$ cat src/core/pll_fb_pkg.sv
// shared constants and types for the feedback divider register slice
package pll_fb_pkg;

	// bank count and widths
	localparam int NUM_BANKS = 2;
	localparam int BANK_W    = 1;
	localparam int BYTE_W    = 8;
	localparam int WORD_W    = 32;
	localparam int FRAC_BITS = 66;
	localparam int INT_BITS  = 9;
	localparam int RATIO_W   = INT_BITS + FRAC_BITS;
	localparam int CNT_W     = 7;

	// register indices; byte address is four times the index
	localparam logic [5:0] IDX_DEN_B0 = 6'h2c;
	localparam logic [5:0] IDX_DEN_B1 = 6'h2d;
	localparam logic [5:0] IDX_DEN_B2 = 6'h2e;
	localparam logic [5:0] IDX_DEN_B3 = 6'h2f;
	localparam logic [5:0] IDX_REM_B0 = 6'h30;
	localparam logic [5:0] IDX_REM_B1 = 6'h31;
	localparam logic [5:0] IDX_REM_B2 = 6'h32;
	localparam logic [5:0] IDX_REM_B3 = 6'h33;
	localparam logic [5:0] IDX_TRUNC  = 6'h34;
	localparam logic [5:0] IDX_BANK   = 6'h38;
	localparam logic [5:0] IDX_STATUS = 6'h39;

	// reset values
	localparam logic [7:0]        RST_BYTE  = 8'h00;
	localparam logic [BANK_W-1:0] RST_BANK  = 1'h0;
	localparam logic [31:0]       RST_WORD  = 32'h0000_0000;

	// status field positions
	localparam int ST_VALID   = 0;
	localparam int ST_DENZERO = 1;
	localparam int ST_BUSY    = 2;

	// bus encodings
	localparam logic [2:0] HSIZE_WORD = 3'h2;
	localparam logic       HRESP_OKAY = 1'h0;

	// register identity after decode
	typedef enum logic [2:0] {
		REG_NONE, REG_DEN, REG_REM, REG_TRUNC, REG_BANK, REG_STATUS
	} reg_id_t;

	// divider sequencer, gray along idle-run-done
	typedef enum logic [1:0] {
		DIV_IDLE = 2'b00,
		DIV_RUN  = 2'b01,
		DIV_DONE = 2'b11
	} div_state_t;

endpackage

$ cat src/core/fb_ratio_divider.sv
// serial divider forming the truncated feedback ratio of one bank
`timescale 1ns/1ps
`default_nettype none
module fb_ratio_divider
	import pll_fb_pkg::*;
(
	input  wire logic                hclk,
	input  wire logic                hresetn,
	input  wire logic                start,
	input  wire logic [INT_BITS-1:0] div_int,
	input  wire logic [WORD_W-1:0]   rem,
	input  wire logic [WORD_W-1:0]   den,
	input  wire logic [7:0]          trunc,
	output logic      [RATIO_W-1:0]  ratio,
	output logic                     valid,
	output logic                     busy
);
	// keep bits at or above the truncate position; above 66 keeps none
	function automatic logic [FRAC_BITS-1:0] keep_mask(
		input logic [7:0] tp);
		logic [FRAC_BITS-1:0] m;
		m = '0;
		for (int i = 0; i < FRAC_BITS; i++) begin
			m[i] = (i >= int'(tp));
		end
		return m;
	endfunction

	div_state_t               state;     // sequencer
	logic [WORD_W:0]          part;      // partial remainder
	logic [WORD_W-1:0]        den_q;     // latched denominator
	logic [INT_BITS-1:0]      int_q;     // latched integer part
	logic [7:0]               trunc_q;   // latched truncate position
	logic [FRAC_BITS-1:0]     quo;       // quotient bits
	logic [CNT_W-1:0]         cnt;       // steps left
	logic [WORD_W:0]          shifted;   // partial after shift

	assign shifted = {part[WORD_W-1:0], 1'b0};

	// restoring division, one fractional bit per cycle
	always_ff @(posedge hclk or negedge hresetn) begin
		if (!hresetn) begin
			state   <= DIV_IDLE;
			part    <= '0;
			den_q   <= '0;
			int_q   <= '0;
			trunc_q <= '0;
			quo     <= '0;
			cnt     <= '0;
		end else if (start) begin
			// a restart always wins over a run in progress
			state   <= DIV_RUN;
			part    <= {1'b0, rem};
			den_q   <= den;
			int_q   <= div_int;
			trunc_q <= trunc;
			quo     <= '0;
			cnt     <= CNT_W'(FRAC_BITS);
		end else begin
			case (state)
				DIV_RUN: begin
					if (shifted >= {1'b0, den_q}) begin
						part <= shifted - {1'b0, den_q};
						quo  <= {quo[FRAC_BITS-2:0], 1'b1};
					end else begin
						part <= shifted;
						quo  <= {quo[FRAC_BITS-2:0], 1'b0};
					end
					cnt <= cnt - CNT_W'(1);
					if (cnt == CNT_W'(1)) begin
						state <= DIV_DONE;
					end
				end
				default: begin
					state <= state;
				end
			endcase
		end
	end

	// result registers; ratio is zeroed when a run ends on a zero denominator
	always_ff @(posedge hclk or negedge hresetn) begin
		if (!hresetn) begin
			ratio <= '0;
			valid <= 1'b0;
			busy  <= 1'b0;
		end else begin
			busy  <= start || (state == DIV_RUN && cnt != CNT_W'(1));
			if (start) begin
				valid <= 1'b0;
			end else if (state == DIV_RUN && cnt == CNT_W'(1)) begin
				valid <= 1'b1;
				// mask applies to the rem/den form
				ratio <= (den_q == '0) ? '0 : {int_q,
					{quo[FRAC_BITS-2:0], shifted >= {1'b0, den_q}}
					& keep_mask(trunc_q)};
			end
		end
	end

endmodule // fb_ratio_divider
`default_nettype wire

$ cat src/core/pll_fb_config.sv
// banked feedback denominator, remainder and truncate registers
//
// Functional notes
// - denominator bytes 2,3 at 2Eh, 2Fh
// - remainder is one 32-bit unsigned word
// - remainder bytes 1..3 at 31h-33h, reset zero
// - 8-bit truncate position at 34h
// - position zero keeps all 66 bits
// - truncation applies only to rem/den form
// - registers banked by the bank select
// - denominator byte 1 at 2Dh, reset zero
`timescale 1ns/1ps
`default_nettype none
module pll_fb_config
	import pll_fb_pkg::*;
(
	input  wire logic hclk,
	input  wire logic hresetn,
	// ahb-lite slave side
	input  wire logic        hsel,
	input  wire logic [31:0] haddr,
	input  wire logic [1:0]  htrans,
	input  wire logic        hwrite,
	input  wire logic [2:0]  hsize,
	input  wire logic [31:0] hwdata,
	input  wire logic        hready,
	output logic             hreadyout,
	output logic [31:0]      hrdata,
	output logic             hresp,
	// integer part of the divide value, per bank
	input  wire logic [NUM_BANKS-1:0][INT_BITS-1:0] fb_divide_value,
	// programmed fields, per bank
	output logic [NUM_BANKS-1:0][WORD_W-1:0] fb_denominator,
	output logic [NUM_BANKS-1:0][WORD_W-1:0] fb_remainder,
	output logic [NUM_BANKS-1:0][7:0] fb_truncate_position,
	// effective ratio, integer over fraction
	output logic [NUM_BANKS-1:0][RATIO_W-1:0] fb_ratio,
	output logic [NUM_BANKS-1:0]  fb_ratio_valid
);

	// register map, one byte per word: the denominator sits
	// in indices 2c..2f and the remainder in 30..33, low byte
	// first, so the byte lane of either field is just the two
	// low index bits; the truncate position, bank select and
	// status words follow on their own indices
	// anything outside these indices decodes to no register,
	// which makes writes vanish and reads return zero
	// map a word index onto a register
	function automatic reg_id_t decode_reg(
		input logic [5:0] idx);
		if (idx >= IDX_DEN_B0 && idx <= IDX_DEN_B3) begin
			return REG_DEN;
		end else if (idx >= IDX_REM_B0 && idx <= IDX_REM_B3) begin
			return REG_REM;
		end else if (idx == IDX_TRUNC) begin
			return REG_TRUNC;
		end else if (idx == IDX_BANK) begin
			return REG_BANK;
		end else if (idx == IDX_STATUS) begin
			return REG_STATUS;
		end else begin
			return REG_NONE;
		end
	endfunction

	// byte lane of a multi-byte field; shared by the write
	// paths and the read mux so that both agree on the lane
	// which byte of a multi-byte field
	function automatic logic [1:0] decode_byte(
		input logic [5:0] idx);
		return idx[1:0];
	endfunction

	// state of the bus slave: whether a write or read data
	// phase follows, and what it will touch
	// address phase capture
	logic            acc;        // transfer accepted this edge
	logic            addr_ok;    // upper address bits are zero
	logic            wr_pend;    // write data phase active
	logic            rd_pend;    // read wait state active
	logic [5:0]      idx_q;      // index of the pending access
	reg_id_t         id_q;       // decoded pending register
	logic [1:0]      byte_q;     // decoded pending byte

	// bank select and read path
	logic [BANK_W-1:0] pll_bank_select;   // bank shown to software
	logic [31:0]       rd_mux;            // read value of id_q
	logic [NUM_BANKS-1:0] cfg_start;      // restart per bank
	logic [NUM_BANKS-1:0] div_busy;       // divider running
	logic [NUM_BANKS-1:0][INT_BITS-1:0] last_int;  // seen value

	// only nonseq/seq transfers with hready high
	assign acc = hsel && hready && htrans[1];

	// word aligned, inside the 64-word window
	assign addr_ok = (haddr[31:8] == 24'h00_0000) &&
		(haddr[1:0] == 2'b00);

	// the address phase is captured on the accepting edge;
	// only the index, the decoded register and the byte lane
	// are kept, the rest of haddr is checked and dropped
	// address phase register
	always_ff @(posedge hclk or negedge hresetn) begin
		if (!hresetn) begin
			wr_pend <= 1'b0;
			rd_pend <= 1'b0;
			idx_q   <= '0;
			id_q    <= REG_NONE;
			byte_q  <= '0;
		end else begin
			// whole-word writes only; others are dropped
			wr_pend <= acc && hwrite && (hsize == HSIZE_WORD);
			rd_pend <= acc && !hwrite;
			if (acc) begin
				idx_q  <= haddr[7:2];
				// unmapped addresses decode to nothing
				id_q   <= addr_ok ? decode_reg(haddr[7:2])
					: REG_NONE;
				byte_q <= decode_byte(haddr[7:2]);
			end
		end
	end

	// write timing: address phase, then one data phase with
	// hreadyout high, the register lands on the closing edge
	// read timing: address phase, one wait state, then the
	// data phase; the wait state costs a cycle per read but
	// keeps the read mux off the live address bus, which
	// shortens the slowest path from haddr to hrdata
	// ready is pulled low for one cycle on every read so
	// the value is taken after any preceding write landed
	always_ff @(posedge hclk or negedge hresetn) begin
		if (!hresetn) begin
			hreadyout <= 1'b1;
		end else if (acc && !hwrite) begin
			hreadyout <= 1'b0;
		end else begin
			hreadyout <= 1'b1;
		end
	end

	// the slave never stalls a write and never signals an
	// error: refused accesses are dropped silently instead
	// response is always okay
	always_ff @(posedge hclk or negedge hresetn) begin
		if (!hresetn) begin
			hresp <= HRESP_OKAY;
		end else begin
			hresp <= HRESP_OKAY;
		end
	end

	// the bank select steers every software access to one
	// bank; the outputs below always show both banks, so a
	// change of selection never disturbs a running divider
	// bank select register
	always_ff @(posedge hclk or negedge hresetn) begin
		if (!hresetn) begin
			pll_bank_select <= RST_BANK;
		end else if (wr_pend && id_q == REG_BANK) begin
			pll_bank_select <= hwdata[BANK_W-1:0];
		end
	end

	// the byte written replaces one lane of the 32-bit field;
	// there is no shadow or atomic update, so software that
	// rewrites a field sees the mixed value until all four
	// bytes are in
	// denominator bytes of the selected bank
	always_ff @(posedge hclk or negedge hresetn) begin
		if (!hresetn) begin
			fb_denominator <= '0;
		end else if (wr_pend && id_q == REG_DEN) begin
			// bytes 2 and 3 at 2Eh and 2Fh
			// write lands in the selected bank
			fb_denominator[pll_bank_select][byte_q*8 +: 8]
				<= hwdata[7:0];
		end
	end

	// remainder lanes mirror the denominator lanes exactly,
	// only the base index differs
	// remainder bytes of the selected bank
	always_ff @(posedge hclk or negedge hresetn) begin
		if (!hresetn) begin
			fb_remainder <= '0;
		end else if (wr_pend && id_q == REG_REM) begin
			// four bytes, low to high, one word
			// bytes 1..3 at 31h to 33h
			fb_remainder[pll_bank_select][byte_q*8 +: 8]
				<= hwdata[7:0];
		end
	end

	// the position is stored as written; values above the
	// fraction width are not clipped, the divider simply
	// keeps no fractional bit for them
	// truncate position of the selected bank
	always_ff @(posedge hclk or negedge hresetn) begin
		if (!hresetn) begin
			fb_truncate_position <= '0;
		end else if (wr_pend && id_q == REG_TRUNC) begin
			fb_truncate_position[pll_bank_select]
				<= hwdata[7:0];
		end
	end

	// the read mux follows the captured index, not haddr, so
	// it settles during the wait state; upper read bits are
	// always zero because every register is one byte wide
	// status is a live view of the selected bank: a poll
	// that sees busy must ask again later, there is no
	// sticky completion flag to clear
	// read value of the pending register
	always_comb begin
		rd_mux = RST_WORD;
		case (id_q)
			REG_DEN: begin
				rd_mux[7:0] = fb_denominator[pll_bank_select]
					[byte_q*8 +: 8];
			end
			REG_REM: begin
				rd_mux[7:0] = fb_remainder[pll_bank_select]
					[byte_q*8 +: 8];
			end
			REG_TRUNC: begin
				rd_mux[7:0] =
					fb_truncate_position[pll_bank_select];
			end
			REG_BANK: begin
				rd_mux[BANK_W-1:0] = pll_bank_select;
			end
			REG_STATUS: begin
				rd_mux[ST_VALID] = fb_ratio_valid[pll_bank_select];
				// zero denominator is flagged, not fixed
				rd_mux[ST_DENZERO] =
					(fb_denominator[pll_bank_select] == '0);
				rd_mux[ST_BUSY] = div_busy[pll_bank_select];
			end
			default: begin
				// unmapped reads give zero
				rd_mux = RST_WORD;
			end
		endcase
	end

	// hrdata keeps its value between reads, so a master that
	// samples it late still sees the last read result
	// read data taken in the wait state, held until next read
	always_ff @(posedge hclk or negedge hresetn) begin
		if (!hresetn) begin
			hrdata <= RST_WORD;
		end else if (rd_pend) begin
			hrdata <= rd_mux;
		end
	end

	// the integer part comes from neighbouring logic on the
	// same clock, so no synchroniser is needed; a change of
	// it is treated exactly like a register write
	// integer part seen last, to spot a change
	always_ff @(posedge hclk or negedge hresetn) begin
		if (!hresetn) begin
			last_int <= '0;
		end else begin
			last_int <= fb_divide_value;
		end
	end

	// every bank has its own divider so a write to one bank
	// never stalls the other; the cost is a second 66-step
	// divider, traded against a shared one with a queue
	// a write to any byte restarts the division, so a field
	// programmed a byte at a time passes through meaningless
	// intermediate ratios: valid stays low until the last
	// write has been quiet for the whole division
	// one divider per bank, restarted on any config change
	generate
		for (genvar b = 0; b < NUM_BANKS; b++) begin : g_bank
			logic cfg_wr;   // write to this bank's fields

			assign cfg_wr = wr_pend &&
				(pll_bank_select == BANK_W'(b)) &&
				(id_q == REG_DEN || id_q == REG_REM ||
				 id_q == REG_TRUNC);

			// restart one cycle after the field changed
			always_ff @(posedge hclk or negedge hresetn) begin
				if (!hresetn) begin
					cfg_start[b] <= 1'b0;
				end else begin
					cfg_start[b] <= cfg_wr ||
						(fb_divide_value[b] != last_int[b]);
				end
			end

			// ratio from the full assembled words
			fb_ratio_divider u_div (
				.hclk    (hclk),
				.hresetn (hresetn),
				.start   (cfg_start[b]),
				.div_int (fb_divide_value[b]),
				.rem     (fb_remainder[b]),
				.den     (fb_denominator[b]),
				.trunc   (fb_truncate_position[b]),
				.ratio   (fb_ratio[b]),
				.valid   (fb_ratio_valid[b]),
				.busy    (div_busy[b])
			);
		end
	endgenerate

	// the host keeps the programming legal: no zero
	// denominator, zeros below the truncate position and no
	// position above 66; none of it is checked here beyond
	// the status flag, so a bad setting only gives a
	// meaningless ratio, never a hang

endmodule // pll_fb_config
`default_nettype wire

$ cat config.mk
export PLATFORM = sky130hd
export DESIGN_NAME = pll_fb_config
export DESIGN_NICKNAME = d
export VERILOG_FILES = /design/src/core/pll_fb_pkg.sv /design/src/core/fb_ratio_divider.sv /design/src/core/pll_fb_config.sv
export SDC_FILE = /design/constraint.sdc
export NUM_CORES = 1
export LEC_CHECK = 0
export BUFFER_PORTS_ARGS = -buffer_cell sky130_fd_sc_hd__buf_2
export CAP_MARGIN = 20
export CELL_PAD_IN_SITES_DETAIL_PLACEMENT = 1
export CELL_PAD_IN_SITES_GLOBAL_PLACEMENT = 2
export CORE_ASPECT_RATIO = 0.6
export CORE_MARGIN = 2
export CORE_UTILIZATION = 36
export DETAILED_ROUTE_END_ITERATION = 10
export MAX_ROUTING_LAYER = met4
export PLACE_DENSITY = 0.9
export SLEW_MARGIN = 25
export SYNTH_ARGS = -nofsm -noshare
export SYNTH_HDL_FRONTEND = slang
export SYNTH_SLANG_ARGS = --single-unit
$ cat constraint.sdc
create_clock -name hclk -period 3.8 [get_ports hclk]
set_clock_uncertainty 0.05 [all_clocks]
set_input_delay 0.38 -clock hclk [delete_from_list [all_inputs] [get_ports hclk]]
set_output_delay 0.38 -clock hclk [all_outputs]
set_load 0.005 [all_outputs]
==> results by group <==
Routing
  – DR WL/cell: 24.8 um
  – Top routing layer in use: met4
  – Number of vias per cell after detailed routing: 5.66
  – Detailed route wirelength on metal2: 51.4 mm
  – Number of DRC markers after the initial detailed-route iteration: 2,503
  – First-pass DRT Iterations: 5
  – DRT antenna net count: 0
  – Total wirelength of the detailed-routed design: 120 mm
  – Vias after detailed routing: 27,400
  – Detailed-route wire length on metal 1: 56.5 mm
  – Residual DRC: 0
  – Detail Route met3 WL: 10.1 mm

Timing
  – Highest clock rate: 289 MHz
  – Final Hold Viols: 0
  – Final worst-path cycle share: 91.0%
  – Period minus WS final: 3.46 ns
  – Setup Viol. Count Final: 0
  – Setup repair after global routing missed its margin: no
  – Transition time of the tightest slew-check pin: 1.03 ns
  – Pins over their slew limit: 0
  – Hold slack final: 0.0538 ns
  – Worst slew margin relative to its limit: 31.2%
  – Final critical-path setup slack: 0.341 ns
  – Setup tns final: 0 ns

Die
  – Die height: 233 um
  – Placeable core area: 0.0872 mm2
  – Row Count: 84
  – I/O pin total: 422
  – Die outline area: 0.0902 mm2
  – Initial Util: 36.2%
  – Horizontal die dimension: 386 um

Worst setup path
  – Critical path data required time: 4.23 ns
  – Top delay family on crit path: compound AO/OA/AOI/OAI gates
  – Sort of element at the end of the critical path: flip-flop
  – Type of element launching the critical path: flip-flop
  – Crit path from: g_bank[1].u_div.den_q[9]
  – Worst reg2reg startpoint: g_bank[1].u_div.den_q[9]
  – Critical Path Sink: g_bank[1].u_div.part[30]
  – Instance count on the critical path: 12
  – Cell chain of the critical path: inv_1 > ha_1 > a21oi_1 > nor3b_1 > o221ai_1 > a41o_1 > o221ai_1 > a2bb2oi_1 > a21o_1 > a41oi_2 > xor2_1 > o221ai_1
  – Number of buffers and inverters on the critical path: 1
  – Critical path's most frequent cell: o221ai_1
  – CP peak stage delay: 0.42 ns
  – R2R Setup Slk: 0.34 ns
  – Crit-path max FO: 6
  – Number of cells traversed by the worst register-to-register path: 12
  – Data arrival at the endpoint of the critical path: 3.89 ns
  – R2R Path End: g_bank[1].u_div.part[30]
  – Slowest CP cell: dfrtp_1
  – Type of the setup path with the least slack: reg -> reg

Status
  – Run status: finished, final reports clean

Placed design
  – Weighted congestion at the end of routability-driven global placement: 0.970
  – Port buffer count: 371
  – Worst-case setup slack after placement: 0.317 ns
  – HPWL after detailed placement: 88.2 mm
  – Placed cell count: 4,706

Clocking
  – Clock tree root buffer cell: clkbuf_16
  – Clock Path Buffers: 3
  – Clock tree sinks: 645
  – Level count of the clock H-tree: 3
  – TritonCTS buffer count: 67
  – CTS tree: done
  – Clock-pin transition on the worst setup and hold timing paths: 0.06 ns
  – Clock latency reported for the late side of the worst-skew pair: 0.65 ns

Yosys
  – Top post-synthesis cells by area: dfrtp_1 51%, nand2_1 8.5%, o21ai_0 5.7%, a21oi_1 4.2%, ha_1 2.9%
  – Synthesized-area fraction occupied by adder cells: 3.06%
  – Portion of synthesized cell area occupied by the leading cell type: 51.0%
  – Number of warnings reported in the yosys synthesis log: 0
  – Post-synthesis mux area share: 5.36%
  – Fraction of registers with async set/reset: 100%
  – Simple-gate share of the synthesized area: 15.6%
  – Synth Register Bits: 645
  – Yosys cell types: 85
  – Gate count after technology mapping: 3,311
  – Post-synthesis instance area: 0.0316 mm2
  – Compound-cell area share of the yosys netlist: 18.2%
  – Sequential fraction of the synthesis area: 51.1%
  – Post-synth EDFFs: 0
  – Xor-xnor portion of the synthesized cell area: 2.25%
  – Post-synthesis average cell area: 9.54 um2
  – Largest family of logic cells by synthesized area: compound AO/OA/AOI/OAI gates
  – Top flip-flop cell by instance count after synthesis: dfrtp_1
  – Post-synthesis cell type with the largest combined area: dfrtp_1

Pwr
  – Leakage power: 17.1 nW
  – Comb power frac: 5.4%
  – Largest voltage drop on the vdd net: 274 uV
  – Power density of the placed cells: 387 mW/mm2
  – Sequential cell fraction of total power: 48.5%
  – Clock group share of total power: 46.1%
  – Total internal power: 10.8 mW
  – NetSw: 3.49 mW
  – Net switching share of the total power: 24.4%

Global route
  – Maximum number of pins on one net before global-route repair: 105
  – Number of antenna violations at the first check in global routing: 1
  – First-pass GRT wire length: 180 mm
  – Global router's overall resource usage: 27.3%
  – Leftover overflow at the end of global routing: 0
  – Via count of the first global-routing pass: 27,100

Final layout
  – Layout cell share with drive strength beyond 1: 17.8%
  – Total area of multi-input combinational cells: 0.0142 mm2
  – Reg area: 0.0162 mm2
  – Number of fillers in the final layout: 10,000
  – Most used cells in the layout excluding fill and tap cells: 712 x nand2_1, 641 x dfrtp_1, 370 x buf_2
  – Post-layout instance count excluding filler cells: 4,845
  – Layout-stage area growth over the synthesis result: 17.2%
  – Total Nets Final: 3,807
  – Most common cell after layout, fill and taps aside: nand2_1
  – Post-layout util: 42.5%

Min path
  – Worst hold path class: in -> reg

Job
  – Max-cap violations: 0
-- cell usage after synthesis (5+ instances only) --
cell	count
o31ai_1	24
a21oi_1	267
and3_1	7
nand3_1	32
nor2b_1	18
o22ai_1	15
nor2_1	132
o21ai_0	361
a22o_1	25
buf_4	29
o21a_1	13
nor4_1	42
a31oi_1	14
mux4_2	32
inv_1	99
clkbuf_1	165
xnor2_1	45
xor2_1	36
a21o_1	30
mux2_2	50
a211oi_1	15
nand2b_1	25
o21bai_1	14
mux2i_1	41
a32o_1	69
o211ai_1	32
nor3_1	28
o221ai_1	10
ha_1	74
buf_2	12
dfrtp_1	644
buf_1	15
buf_6	5
nand4_1	26
o21ai_1	5
nor3b_1	37
nand2_1	714
or2_2	10
and2_1	12
or3_1	7
-- sequential cells by signal, indices dropped and copies added, names as in the netlist, 2 cells and up --
signal	count
g_bank.u_div.quo	130
id_q	3
cfg_start	2
hrdata	8
g_bank.u_div.den_q	64
g_bank.u_div.valid	2
g_bank.u_div.state	4
byte_q	2
last_int	18
fb_remainder	64
fb_denominator	64
g_bank.u_div.trunc_q	16
fb_truncate_position	16
g_bank.u_div.cnt	14
g_bank.u_div.ratio	150
g_bank.u_div.int_q	18
g_bank.u_div.part	64
g_bank.u_div.busy	2
-- worst min-delay path by stage --
stage               slack, ns  cells past startpoint                      start                        end
global route             0.02                      3                   hsize[1]                    wr_pend
finish                   0.05                      3                   hsize[0]                    wr_pend
floorplan                0.03                      0                    hresetn                  byte_q[0]
detailed placement       0.41                      2  g_bank[0].u_div.ratio[40]  g_bank[0].u_div.ratio[40]
CTS                     0.005                      3                   hsize[0]                    wr_pend
global placement         0.41                      2  g_bank[1].u_div.ratio[43]  g_bank[1].u_div.ratio[43]
-- per-layer routing --
layer  vias to the layer above  global-route usage [%]
li1                      12300                       -
met3                       147                    7.33
met4                         0                    5.71
met1                     14100                    39.2
met2                       899                    38.2
met5                         -                       -
-- power by group through the flow --
| stage | Sequential [mW] | Clock (mW) | Combinational, mW |
|---|---|---|---|
| 6_report | 6.94 | 6.60 | 0.778 |
| 5_1_grt | 6.94 | 7.00 | 0.850 |
| 4_1_cts | 6.94 | 6.73 | 0.768 |
| 3_5_place_dp | 7.07 | 0 | 0.741 |
| 3_3_place_gp | 7.07 | 0 | 0.733 |
| 2_1_floorplan | 7.05 | 0 | 0.377 |
-- per-stage QoR --
step	instance area, um2	power (mW)
2_1_floorplan	31700	7.42
3_3_place_gp	34700	7.80
3_5_place_dp	34700	7.81
4_1_cts	37000	14.4
5_1_grt	37000	14.8
6_report	37000	14.3
-- kinds of logic after synthesis --
logic type      Yosys count
compound gates          939
simple gates           1120
buf+inv                 326
mux                     123
xor+xnor                 81
fa+ha+maj                76
other cells               1
flops                   645
-- worst min-delay path, cell delays in order --
cell,delay (ns)
buf_2,0.08
nand4bb_1,0.19
nor2_1,0.06
-- repair_timing --
action,in CTS,in global routing
gates resized for setup,0,1
setup endpoints to repair,0,3
setup buffers,0,0
endpoints found under the hold margin,121,0
hold buffers,25,0
-- layout make-up --
type | instances | share of cell area (%)
Antenna cell | 2 | 0.0135
Clock buffer | 97 | 5.10
Clock inverter | 15 | 0.561
Inverter | 100 | 1.01
Multi-Input combinational cell | 2364 | 38.4
Sequential cell | 645 | 43.6
Tap cell | 1161 | 3.92
Timing Repair Buffer | 461 | 7.42
Power figures use the tool's default switching activity.
